## src/design/chsf_pkg.sv

```systemverilog
// Package with register map, field layout and carrier types of chsf
package chsf_pkg;
    // Register addresses
    localparam logic [7:0] CHSF_OFS_STATUS  = 8'h00;
    localparam logic [7:0] CHSF_OFS_FAULT   = 8'h01;
    localparam logic [7:0] CHSF_OFS_TS      = 8'h02;
    // Fixed seven-bit target address of the serial port
    localparam logic [6:0] CHSF_TARGET_ADDR = 7'h6A;
    // Value returned for any address outside the map
    localparam logic [7:0] CHSF_UNMAPPED    = 8'hFF;

    // Status register field positions
    localparam int CHSF_STATE_MSB  = 7;
    localparam int CHSF_SHIP_BIT   = 5;
    localparam int CHSF_RSTF_BIT   = 4;
    localparam int CHSF_TIMER_BIT  = 3;
    localparam int CHSF_DPM_BIT    = 2;
    localparam int CHSF_CD_BIT     = 1;
    localparam int CHSF_SWEN_BIT   = 0;
    // Fault register field positions
    localparam int CHSF_OV_BIT     = 7;
    localparam int CHSF_UV_BIT     = 6;
    localparam int CHSF_LOCK_BIT   = 5;
    localparam int CHSF_OCP_BIT    = 4;
    localparam int CHSF_MASK_MSB   = 3;
    // Temperature-sense register field positions
    localparam int CHSF_TSEN_BIT   = 7;
    localparam int CHSF_TSF_MSB    = 6;
    localparam int CHSF_TSLOW_MSB  = 3;

    // Reset values
    localparam logic       CHSF_SHIP_RST  = 1'b0;
    localparam logic       CHSF_SWEN_RST  = 1'b1;
    localparam logic [3:0] CHSF_MASK_RST  = 4'h0;
    localparam logic       CHSF_TSEN_RST  = 1'b1;
    localparam logic [3:0] CHSF_TSLOW_RST = 4'h8;

    // Charge state codes
    localparam logic [1:0] CHSF_CHG_FAULT = 2'h3;

    // Conditions reported by the analogue side
    typedef struct packed {
        logic [1:0] charge_state;
        logic       reset_event;
        logic       timer_event;
        logic       input_dynamic_power_mgmt;
        logic       chip_disable_pin;
        logic       output_switch_enabled;
        logic       input_overvoltage;
        logic       input_undervoltage;
        logic       battery_lockout;
        logic       battery_overcurrent;
        logic [1:0] ts_fault;
    } chsf_cond_t;

    // Software-written controls
    typedef struct packed {
        logic       ship_request;
        logic [3:0] fault_mask;
        logic       ts_enable;
        logic [3:0] ts_mask;
    } chsf_ctrl_t;

    // One register access from the serial engine
    typedef struct packed {
        logic       wr;
        logic       rd;
        logic [7:0] addr;
        logic [7:0] wdata;
    } chsf_acc_t;
endpackage : chsf_pkg

```

## src/design/chsf_i2c_target.sv

```systemverilog
// Serial two-wire target engine of chsf, turns bus bytes into accesses
`timescale 1ns/1ps
module chsf_i2c_target (
    // Clock and reset
    input  wire logic             clk_in,
    input  wire logic             resetn_in,
    input  wire logic             ce_in,
    // Bus pins
    input  wire logic             scl_in,
    input  wire logic             sda_in,
    output logic                  sda_oe_out,
    // Register side
    output chsf_pkg::chsf_acc_t   acc_out,
    input  wire logic [7:0]       rd_data_in
);
    import chsf_pkg::*;

    typedef enum logic [6:0] {
        ST_IDLE  = 7'b000_0001,
        ST_ADDR  = 7'b000_0010,
        ST_PTR   = 7'b000_0100,
        ST_WDATA = 7'b000_1000,
        ST_RDATA = 7'b001_0000,
        ST_MACK  = 7'b010_0000,
        ST_ACK   = 7'b100_0000
    } chsf_st_t;

    logic       scl_meta, scl_s, scl_d;  // Clock line sync and history
    logic       sda_meta, sda_s, sda_d;  // Data line sync and history
    chsf_st_t   state, next_state;       // Protocol state
    chsf_st_t   after, next_after;       // State after the ack bit
    logic [2:0] cnt, next_cnt;           // Bit counter
    logic [7:0] shreg, next_shreg;       // Shift register
    logic [7:0] ptr, next_ptr;           // Register pointer
    logic       got_ack, next_got_ack;   // Host acked last read byte
    logic       next_oe;                 // Next data pin enable
    logic [7:0] byte_in;                 // Byte with current bit added
    logic       rise, fall, start, stop;

    // Edge and bus condition detection on second- and third-stage samples only
    always_comb begin
        rise    = scl_s & ~scl_d;
        fall    = ~scl_s & scl_d;
        start   = scl_s & scl_d & sda_d & ~sda_s;
        stop    = scl_s & scl_d & ~sda_d & sda_s;
        byte_in = {shreg[6:0], sda_s};
    end

    // Next-state logic of the protocol engine
    always_comb begin
        next_state   = state;
        next_after   = after;
        next_cnt     = cnt;
        next_shreg   = shreg;
        next_ptr     = ptr;
        next_got_ack = got_ack;
        next_oe      = sda_oe_out;
        acc_out      = '0;
        acc_out.addr = ptr;
        if (start) begin
            // Start or repeated start restarts address phase
            next_state = ST_ADDR;
            next_cnt   = 3'h0;
            next_oe    = 1'b0;
        end else if (stop) begin
            next_state = ST_IDLE;
            next_oe    = 1'b0;
        end else begin
            case (state)
                ST_ADDR, ST_PTR, ST_WDATA: begin
                    if (rise) begin
                        next_shreg = byte_in;
                        next_cnt   = 3'(cnt + 3'h1);
                        if (cnt == 3'h7) begin
                            next_state = ST_ACK;
                            next_after = ST_WDATA;
                            if (state == ST_ADDR) begin
                                // Only our own seven-bit address
                                if (byte_in[7:1] != CHSF_TARGET_ADDR)
                                    next_state = ST_IDLE;
                                else if (byte_in[0])
                                    next_after = ST_RDATA;
                                else
                                    next_after = ST_PTR;
                            end else if (state == ST_PTR) begin
                                next_ptr = byte_in;
                            end else begin
                                // Write, then advance the pointer
                                acc_out.wr    = 1'b1;
                                acc_out.wdata = byte_in;
                                next_ptr      = 8'(ptr + 8'h01);
                            end
                        end
                    end
                end
                ST_ACK: begin
                    // Pull low for the whole ninth clock
                    if (fall && !sda_oe_out) begin
                        next_oe = 1'b1;
                    end else if (fall) begin
                        next_oe    = 1'b0;
                        next_state = after;
                        next_cnt   = 3'h0;
                        if (after == ST_RDATA) begin
                            acc_out.rd = 1'b1;
                            next_shreg = rd_data_in;
                            next_ptr   = 8'(ptr + 8'h01);
                            next_oe    = ~rd_data_in[7];
                        end
                    end
                end
                ST_RDATA: begin
                    if (fall && cnt == 3'h7) begin
                        next_oe      = 1'b0;
                        next_state   = ST_MACK;
                        next_got_ack = 1'b0;
                    end else if (fall) begin
                        next_shreg = {shreg[6:0], 1'b0};
                        next_oe    = ~shreg[6];
                        next_cnt   = 3'(cnt + 3'h1);
                    end
                end
                ST_MACK: begin
                    // Not-ack ends the read burst
                    if (rise && sda_s) begin
                        next_state = ST_IDLE;
                    end else if (rise) begin
                        next_got_ack = 1'b1;
                    end else if (fall && got_ack) begin
                        acc_out.rd = 1'b1;
                        next_shreg = rd_data_in;
                        next_ptr   = 8'(ptr + 8'h01);
                        next_oe    = ~rd_data_in[7];
                        next_state = ST_RDATA;
                        next_cnt   = 3'h0;
                    end
                end
                default: begin
                    next_state = ST_IDLE;
                end
            endcase
        end
    end

    // State registers, frozen while the enable is low
    always_ff @(posedge clk_in) begin
        if (!resetn_in) begin
            {scl_meta, scl_s, scl_d} <= 3'h7;
            {sda_meta, sda_s, sda_d} <= 3'h7;
            state      <= ST_IDLE;
            after      <= ST_IDLE;
            cnt        <= 3'h0;
            shreg      <= 8'h00;
            ptr        <= 8'h00;
            got_ack    <= 1'b0;
            sda_oe_out <= 1'b0;
        end else if (ce_in) begin
            scl_meta   <= scl_in;
            scl_s      <= scl_meta;
            scl_d      <= scl_s;
            sda_meta   <= sda_in;
            sda_s      <= sda_meta;
            sda_d      <= sda_s;
            state      <= next_state;
            after      <= next_after;
            cnt        <= next_cnt;
            shreg      <= next_shreg;
            ptr        <= next_ptr;
            got_ack    <= next_got_ack;
            sda_oe_out <= next_oe;
        end
    end
endmodule : chsf_i2c_target

```

## src/design/chsf_regs.sv

```systemverilog
// Status, ship-mode, fault and mask registers of chsf (top level)
// Behaviour
// - Charge state code in status bits 7..6
// - Status bit 5 writes ship-mode request
// - Reset-fault flag sets, clears on status read
// - Timer fault holds until chip-disable toggles
// - Status bit 2 shows live power limiting
// - Overvoltage flag persists while condition lasts
// - Undervoltage flag reports once, clears on read
// - Battery lockout flag persists while present
// - Battery overcurrent flag clears on read
// - Low fault bits mask the four faults (here only stored, read back and driven out as fault_mask; the flags still set)
// - Status at 0x00, ship 0, switch 1
// - Fault register at 0x01, masks reset 0
// - Temp-sense register at 0x02, resets 1xx0_1000
// - Unmapped reads return all ones
// - Target answers seven-bit address 0x6A
`timescale 1ns/1ps
module chsf_regs (
    // Clock and reset
    input  wire logic              clk_in,
    input  wire logic              resetn_in,
    input  wire logic              ce_in,
    // Serial bus pins
    input  wire logic              scl_in,
    input  wire logic              sda_in,
    output logic                   sda_out,
    output logic                   sda_oe_out,
    // Conditions from the charger
    input  chsf_pkg::chsf_cond_t   cond_in,
    // Controls to the charger
    output chsf_pkg::chsf_ctrl_t   ctrl_out
);
    import chsf_pkg::*;

    chsf_cond_t cond_meta, cond_s;       // Two-stage condition sync
    logic       cd_prev, uv_prev;        // Edge history of synced pins
    chsf_acc_t  acc;                     // Access from serial engine
    logic [7:0] rd_data;                 // Read mux result
    logic       rd0, rd1, wr0, wr1, wr2; // Decoded strobes
    logic       cd_toggle, uv_rise;      // Derived events
    logic       sda_oe_eng;              // Engine pin enable

    // Status register state
    logic [1:0] charge_state, next_charge_state;
    logic       reset_flag, next_reset_flag;
    logic       timer_flag, next_timer_flag;
    logic       dpm, next_dpm;
    logic       cd_state, next_cd_state;
    logic       sw_en, next_sw_en;
    // Fault register and temp-sense fault state
    logic       ov_flag, next_ov_flag;
    logic       uv_flag, next_uv_flag;
    logic       lock_flag, next_lock_flag;
    logic       ocp_flag, next_ocp_flag;
    logic [1:0] ts_fault, next_ts_fault;
    chsf_ctrl_t next_ctrl;               // Written controls

    // Serial engine; its enable flop feeds the pin through one more register stage
    chsf_i2c_target u_target (
        .clk_in     (clk_in),
        .resetn_in  (resetn_in),
        .ce_in      (ce_in),
        .scl_in     (scl_in),
        .sda_in     (sda_in),
        .sda_oe_out (sda_oe_eng),
        .acc_out    (acc),
        .rd_data_in (rd_data)
    );

    // Address decode of the access strobes
    always_comb begin
        rd0 = 1'b0;
        rd1 = 1'b0;
        wr0 = 1'b0;
        wr1 = 1'b0;
        wr2 = 1'b0;
        if (acc.addr == CHSF_OFS_STATUS) begin
            rd0 = acc.rd;
            wr0 = acc.wr;
        end else if (acc.addr == CHSF_OFS_FAULT) begin
            rd1 = acc.rd;
            wr1 = acc.wr;
        end else if (acc.addr == CHSF_OFS_TS) begin
            wr2 = acc.wr;
        end
        cd_toggle = cond_s.chip_disable_pin ^ cd_prev;
        uv_rise   = cond_s.input_undervoltage & ~uv_prev;
    end

    // Read mux; ship bit is write-only and reads zero
    always_comb begin
        rd_data = CHSF_UNMAPPED;
        if (acc.addr == CHSF_OFS_STATUS) begin
            rd_data = 8'h00;
            rd_data[CHSF_STATE_MSB -: 2] = charge_state;
            rd_data[CHSF_RSTF_BIT]  = reset_flag;
            rd_data[CHSF_TIMER_BIT] = timer_flag;
            rd_data[CHSF_DPM_BIT]   = dpm;
            rd_data[CHSF_CD_BIT]    = cd_state;
            rd_data[CHSF_SWEN_BIT]  = sw_en;
        end else if (acc.addr == CHSF_OFS_FAULT) begin
            rd_data = 8'h00;
            rd_data[CHSF_OV_BIT]   = ov_flag;
            rd_data[CHSF_UV_BIT]   = uv_flag;
            rd_data[CHSF_LOCK_BIT] = lock_flag;
            rd_data[CHSF_OCP_BIT]  = ocp_flag;
            rd_data[CHSF_MASK_MSB -: 4] = ctrl_out.fault_mask;
        end else if (acc.addr == CHSF_OFS_TS) begin
            rd_data = 8'h00;  // Reserved bit reads zero
            rd_data[CHSF_TSEN_BIT] = ctrl_out.ts_enable;
            rd_data[CHSF_TSF_MSB -: 2] = ts_fault;
            rd_data[CHSF_TSLOW_MSB -: 4] = ctrl_out.ts_mask;
        end
    end

    // Flag next values; a new event always beats a read clear
    always_comb begin
        next_charge_state = cond_s.charge_state;
        next_dpm      = cond_s.input_dynamic_power_mgmt;
        next_cd_state = cond_s.chip_disable_pin;
        next_sw_en    = cond_s.output_switch_enabled;
        next_ts_fault = cond_s.ts_fault;
        next_reset_flag = cond_s.reset_event
                        | (reset_flag & ~rd0);
        // Reads never clear it, only a chip-disable edge does
        next_timer_flag = cond_s.timer_event
                        | (timer_flag & ~cd_toggle);
        // Condition held high keeps it set through a read
        next_ov_flag   = cond_s.input_overvoltage
                       | (ov_flag & ~rd1);
        // Edge-set so a lasting low input reports only once
        next_uv_flag   = uv_rise | (uv_flag & ~rd1);
        next_lock_flag = cond_s.battery_lockout
                       | (lock_flag & ~rd1);
        next_ocp_flag  = cond_s.battery_overcurrent
                       | (ocp_flag & ~rd1);
    end

    // Writable fields only; read-only bits drop the write data
    always_comb begin
        next_ctrl = ctrl_out;
        if (wr0)
            next_ctrl.ship_request = acc.wdata[CHSF_SHIP_BIT];
        if (wr1)
            next_ctrl.fault_mask = acc.wdata[CHSF_MASK_MSB -: 4];
        if (wr2) begin
            next_ctrl.ts_enable = acc.wdata[CHSF_TSEN_BIT];
            next_ctrl.ts_mask   = acc.wdata[CHSF_TSLOW_MSB -: 4];
        end
    end

    // Registers, all frozen while the enable is low
    always_ff @(posedge clk_in) begin
        if (!resetn_in) begin
            cond_meta    <= '0;
            cond_s       <= '0;
            cd_prev      <= 1'b0;
            uv_prev      <= 1'b0;
            charge_state <= 2'h0;
            reset_flag   <= 1'b0;
            timer_flag   <= 1'b0;
            dpm          <= 1'b0;
            cd_state     <= 1'b0;
            sw_en        <= CHSF_SWEN_RST;
            ov_flag      <= 1'b0;
            uv_flag      <= 1'b0;
            lock_flag    <= 1'b0;
            ocp_flag     <= 1'b0;
            ts_fault     <= 2'h0;
            ctrl_out     <= {CHSF_SHIP_RST, CHSF_MASK_RST,
                             CHSF_TSEN_RST, CHSF_TSLOW_RST};
            sda_out      <= 1'b0;
            sda_oe_out   <= 1'b0;
        end else if (ce_in) begin
            cond_meta    <= cond_in;
            cond_s       <= cond_meta;
            cd_prev      <= cond_s.chip_disable_pin;
            uv_prev      <= cond_s.input_undervoltage;
            charge_state <= next_charge_state;
            reset_flag   <= next_reset_flag;
            timer_flag   <= next_timer_flag;
            dpm          <= next_dpm;
            cd_state     <= next_cd_state;
            sw_en        <= next_sw_en;
            ov_flag      <= next_ov_flag;
            uv_flag      <= next_uv_flag;
            lock_flag    <= next_lock_flag;
            ocp_flag     <= next_ocp_flag;
            ts_fault     <= next_ts_fault;
            ctrl_out     <= next_ctrl;
            sda_out      <= 1'b0;  // Open drain: only ever pulls low
            sda_oe_out   <= sda_oe_eng;
        end
    end
endmodule : chsf_regs

```

## config.mk

```make
export PLATFORM = sky130hd
export DESIGN_NAME = chsf_regs
export DESIGN_NICKNAME = d
export VERILOG_FILES = /design/src/design/chsf_pkg.sv /design/src/design/chsf_i2c_target.sv /design/src/design/chsf_regs.sv
export SDC_FILE = /design/constraint.sdc
export NUM_CORES = 1
export LEC_CHECK = 0
export BUFFER_PORTS_ARGS = -buffer_cell sky130_fd_sc_hd__buf_2
export CORE_MARGIN = 2
export CORE_UTILIZATION = 65
export DETAILED_ROUTE_END_ITERATION = 8
export PLACE_DENSITY_LB_ADDON = 0.05
export SLEW_MARGIN = 20
export SYNTH_ARGS = -nofsm -noshare
export SYNTH_HDL_FRONTEND = slang
export SYNTH_HIERARCHICAL = 1
export SYNTH_SLANG_ARGS = --single-unit
export TNS_END_PERCENT = 1
```

## constraint.sdc

```tcl
create_clock -name clk_in -period 4 [get_ports clk_in]
set_input_delay 0.6 -clock clk_in [delete_from_list [all_inputs] [get_ports clk_in]]
set_output_delay 0.6 -clock clk_in [all_outputs]
set_load 0.1 [all_outputs]
```

==> flow_summary.yaml <==
critical_path:
  slowest_stage: "nor4_1"
  worst_ep_required_time_ns: 4.20
  crit_buf_inv: 0
  critPathKind: "register to register"
  crit_path_end_kind: "register"
  slowest_delay_ns: 0.70
  cp_cell_sequence: "nor3b_1 > and2_1 > a32oi_1 > nor2_1 > nand2_1 > nor4_1 > a311oi_1"
  cp_top_family: "simple AND/OR/NAND/NOR gates"
  crit_arrival_ns: 3.11
  crit_fanout: 16
  worstSetupStartpointType: "register"
place:
  gp_congestion: 1.018
  place_ws_ns: 1.116
  portBuffers: 28
  dp_hpwl_mm: 8.229
route:
  routed_wl_mm: 11.83
  wl_met2_mm: 5.515
  drt-met1-wl_mm: 5.173
  first_pass_iters: 5
  viasPerCell: 6.356
  dr_wl_met3_um: 785
  drt-initial-drc-count: 325
  drc_errors: 0
  drtAntennaViolNets: 0
  routed.top_layer: "met4"
  vias: 4157
  avgRoutedWirePerCell_um: 18.09
flow_run:
  max_cap_violations: 0
timing:
  setup_viol: 0
  fin_ws_ns: 1.088
  clock.fmax_mhz: 343.4
  min_period_ns: 2.912
  tightest_slew_ns: 0.9095
  hold_viol: 0
  finClkSkew_ns: 0.01451
  rsz0062_at_grt: "false"
  fin_crit_sh_pct: 72.80
  tns_ns: 0
  slew_headroom_pct: 38.81
  final_max_slew_viol_count: 0
global_route:
  grt_max_degree: 49
  grt_overflow: 0
  grtUsageTotal_pct: 29.96
  grt_pass1_wl_mm: 18.44
  grt_pass1_vias: 3675
  antenna_found_initial: 0
synth:
  synth_area_um2: 4770
  ys_warn_count: 6
  syn_inst: 543
  synth_area_per_cell_um2: 8.784
  synth_nets: 564
floorplanning:
  rows: 31
  design.core.area_um2: 7176
  die_h_um: 89.66
  die_area_um2: 8039
  die_x_um: 89.66
  initial_core_util_pct: 66.47
  io_pins: 30
clocking:
  clkTransAtPathRegs_ns: 0.10
  clkLatencyLatePin_ns: 0.36
  cts_resized: 0
  htreeDepth: 3
  cts_tree: "built"
  cts_hold_buf: 0
  clock_sinks: 88
  post_cts_buffers: 0
  ctsRootBufferMaster: "clkbuf_8"
  clk_path_buf_depth: 2
  cts_made_buffers: 9
cells_and_area:
  diodes: 0
  fill_cells: 565
  syn_to_final_growth_pct: 6.375
  regArea_um2: 1762
  multi_input_area_um2: 2744
  drive_above_1_share_pct: 13.69
  nets: 571
power:
  p_leak_nw: 1.998
  ir_drop_mv: 0.3780
  cellPowerDensity_nw_per_um2: 334.4
hold_path:
  hold_path.class: "input pin to register"
status:
  status: "completed"
## power by group
group / leakage [nW] / switching [mW] / internal, mW
clock network: 0.0994 / 0.345 / 0.299
registers: 0.714 / 0.0195 / 0.896
logic: 1.18 / 0.0878 / 0.0498
total: 2.00 / 0.452 / 1.24
## worst register-to-register path: stages (launching register included)
cell and delay (ns):
dfxtp_1 0.67, nor3b_1 0.39, and2_1 0.42, a32oi_1 0.17, nor2_1 0.12, nand2_1 0.07
nor4_1 0.70, a311oi_1 0.22
## layout by cell type (no fill, tap or decap), types with 4 or more instances in the layout
master	instances
dfxtp_1	88
mux2i_1	63
nor2_1	62
nand2_1	47
buf_2	28
a21oi_1	24
nand3_1	23
o21ai_0	18
o211ai_1	12
a311oi_1	11
inv_1	10
nand4_1	10
and2_1	10
clkbuf_8	9
nor2b_1	8
nand2b_1	8
nor4_1	8
buf_4	8
mux2_2	7
o22ai_1	7
nor3_1	5
nand3b_1	5
nor3b_1	4
and3_1	4
## state kept, by name, summed over array words and instances, names as in the netlist, 2 cells and up
name and flops:
u_target/cnt 3, ctrl_out 10, next_charge_state 2, u_target/state 7
u_target/shreg 7, charge_state 2, u_target/after 4, ts_fault 2
next_ts_fault 2, cond_meta 13, cond_s 6, u_target/ptr 8
## final cells by class
type                    count  share of cell area (%)
well taps                  99                   2.441
inverters                  11                  0.8138
repair buffers             36                   3.946
flip-flops and latches     88                   34.72
clock inverters             6                   1.480
clock buffers              10                   2.515
multi-input cells         404                   54.08
## per-layer routing
metal / up-vias / global-route usage (%)
met5: - / 0
met4: 0 / 10.85
met3: 41 / 5.850
met2: 188 / 47.59
met1: 1937 / 40.57
li1: 1991 / -
## worst paths after layout
path | to | depth (start not counted) | slack, ns | startpoint
min | u_target/sda_meta$_SDFFE_PN1P_ | 3 | 0.46 | sda_in
max reg2reg | lock_flag$_SDFFE_PN0P_ | 7 | 1.09 | u_target/state[6]$_SDFFE_PN0P_
max | lock_flag$_SDFFE_PN0P_ | 7 | 1.09 | u_target/state[6]$_SDFFE_PN0P_
min reg2reg | sw_en$_SDFFE_PN1P_ | 2 | 0.48 | next_sw_en$_SDFFE_PN0P_
## through the flow
| stage | hold WS, ns | utilization, % | total power [mW] | instance area [um^2] | cells |
|---|---|---|---|---|---|
| global route | 0.4723 | 70.71 | 1.756 | 5074 | 654 |
| detailed placement | 0.4578 | 67.81 | 1.070 | 4866 | 638 |
| CTS | 0.4531 | 70.64 | 1.709 | 5069 | 654 |
| finish | 0.4615 | 70.71 | 1.697 | 5074 | 654 |
| global placement | 0.4544 | 67.81 | 1.066 | 4866 | 638 |
| floorplan | 0.4373 | - | 1.038 | 4770 | 543 |
No activity file was read; power rests on OpenSTA's default activity.
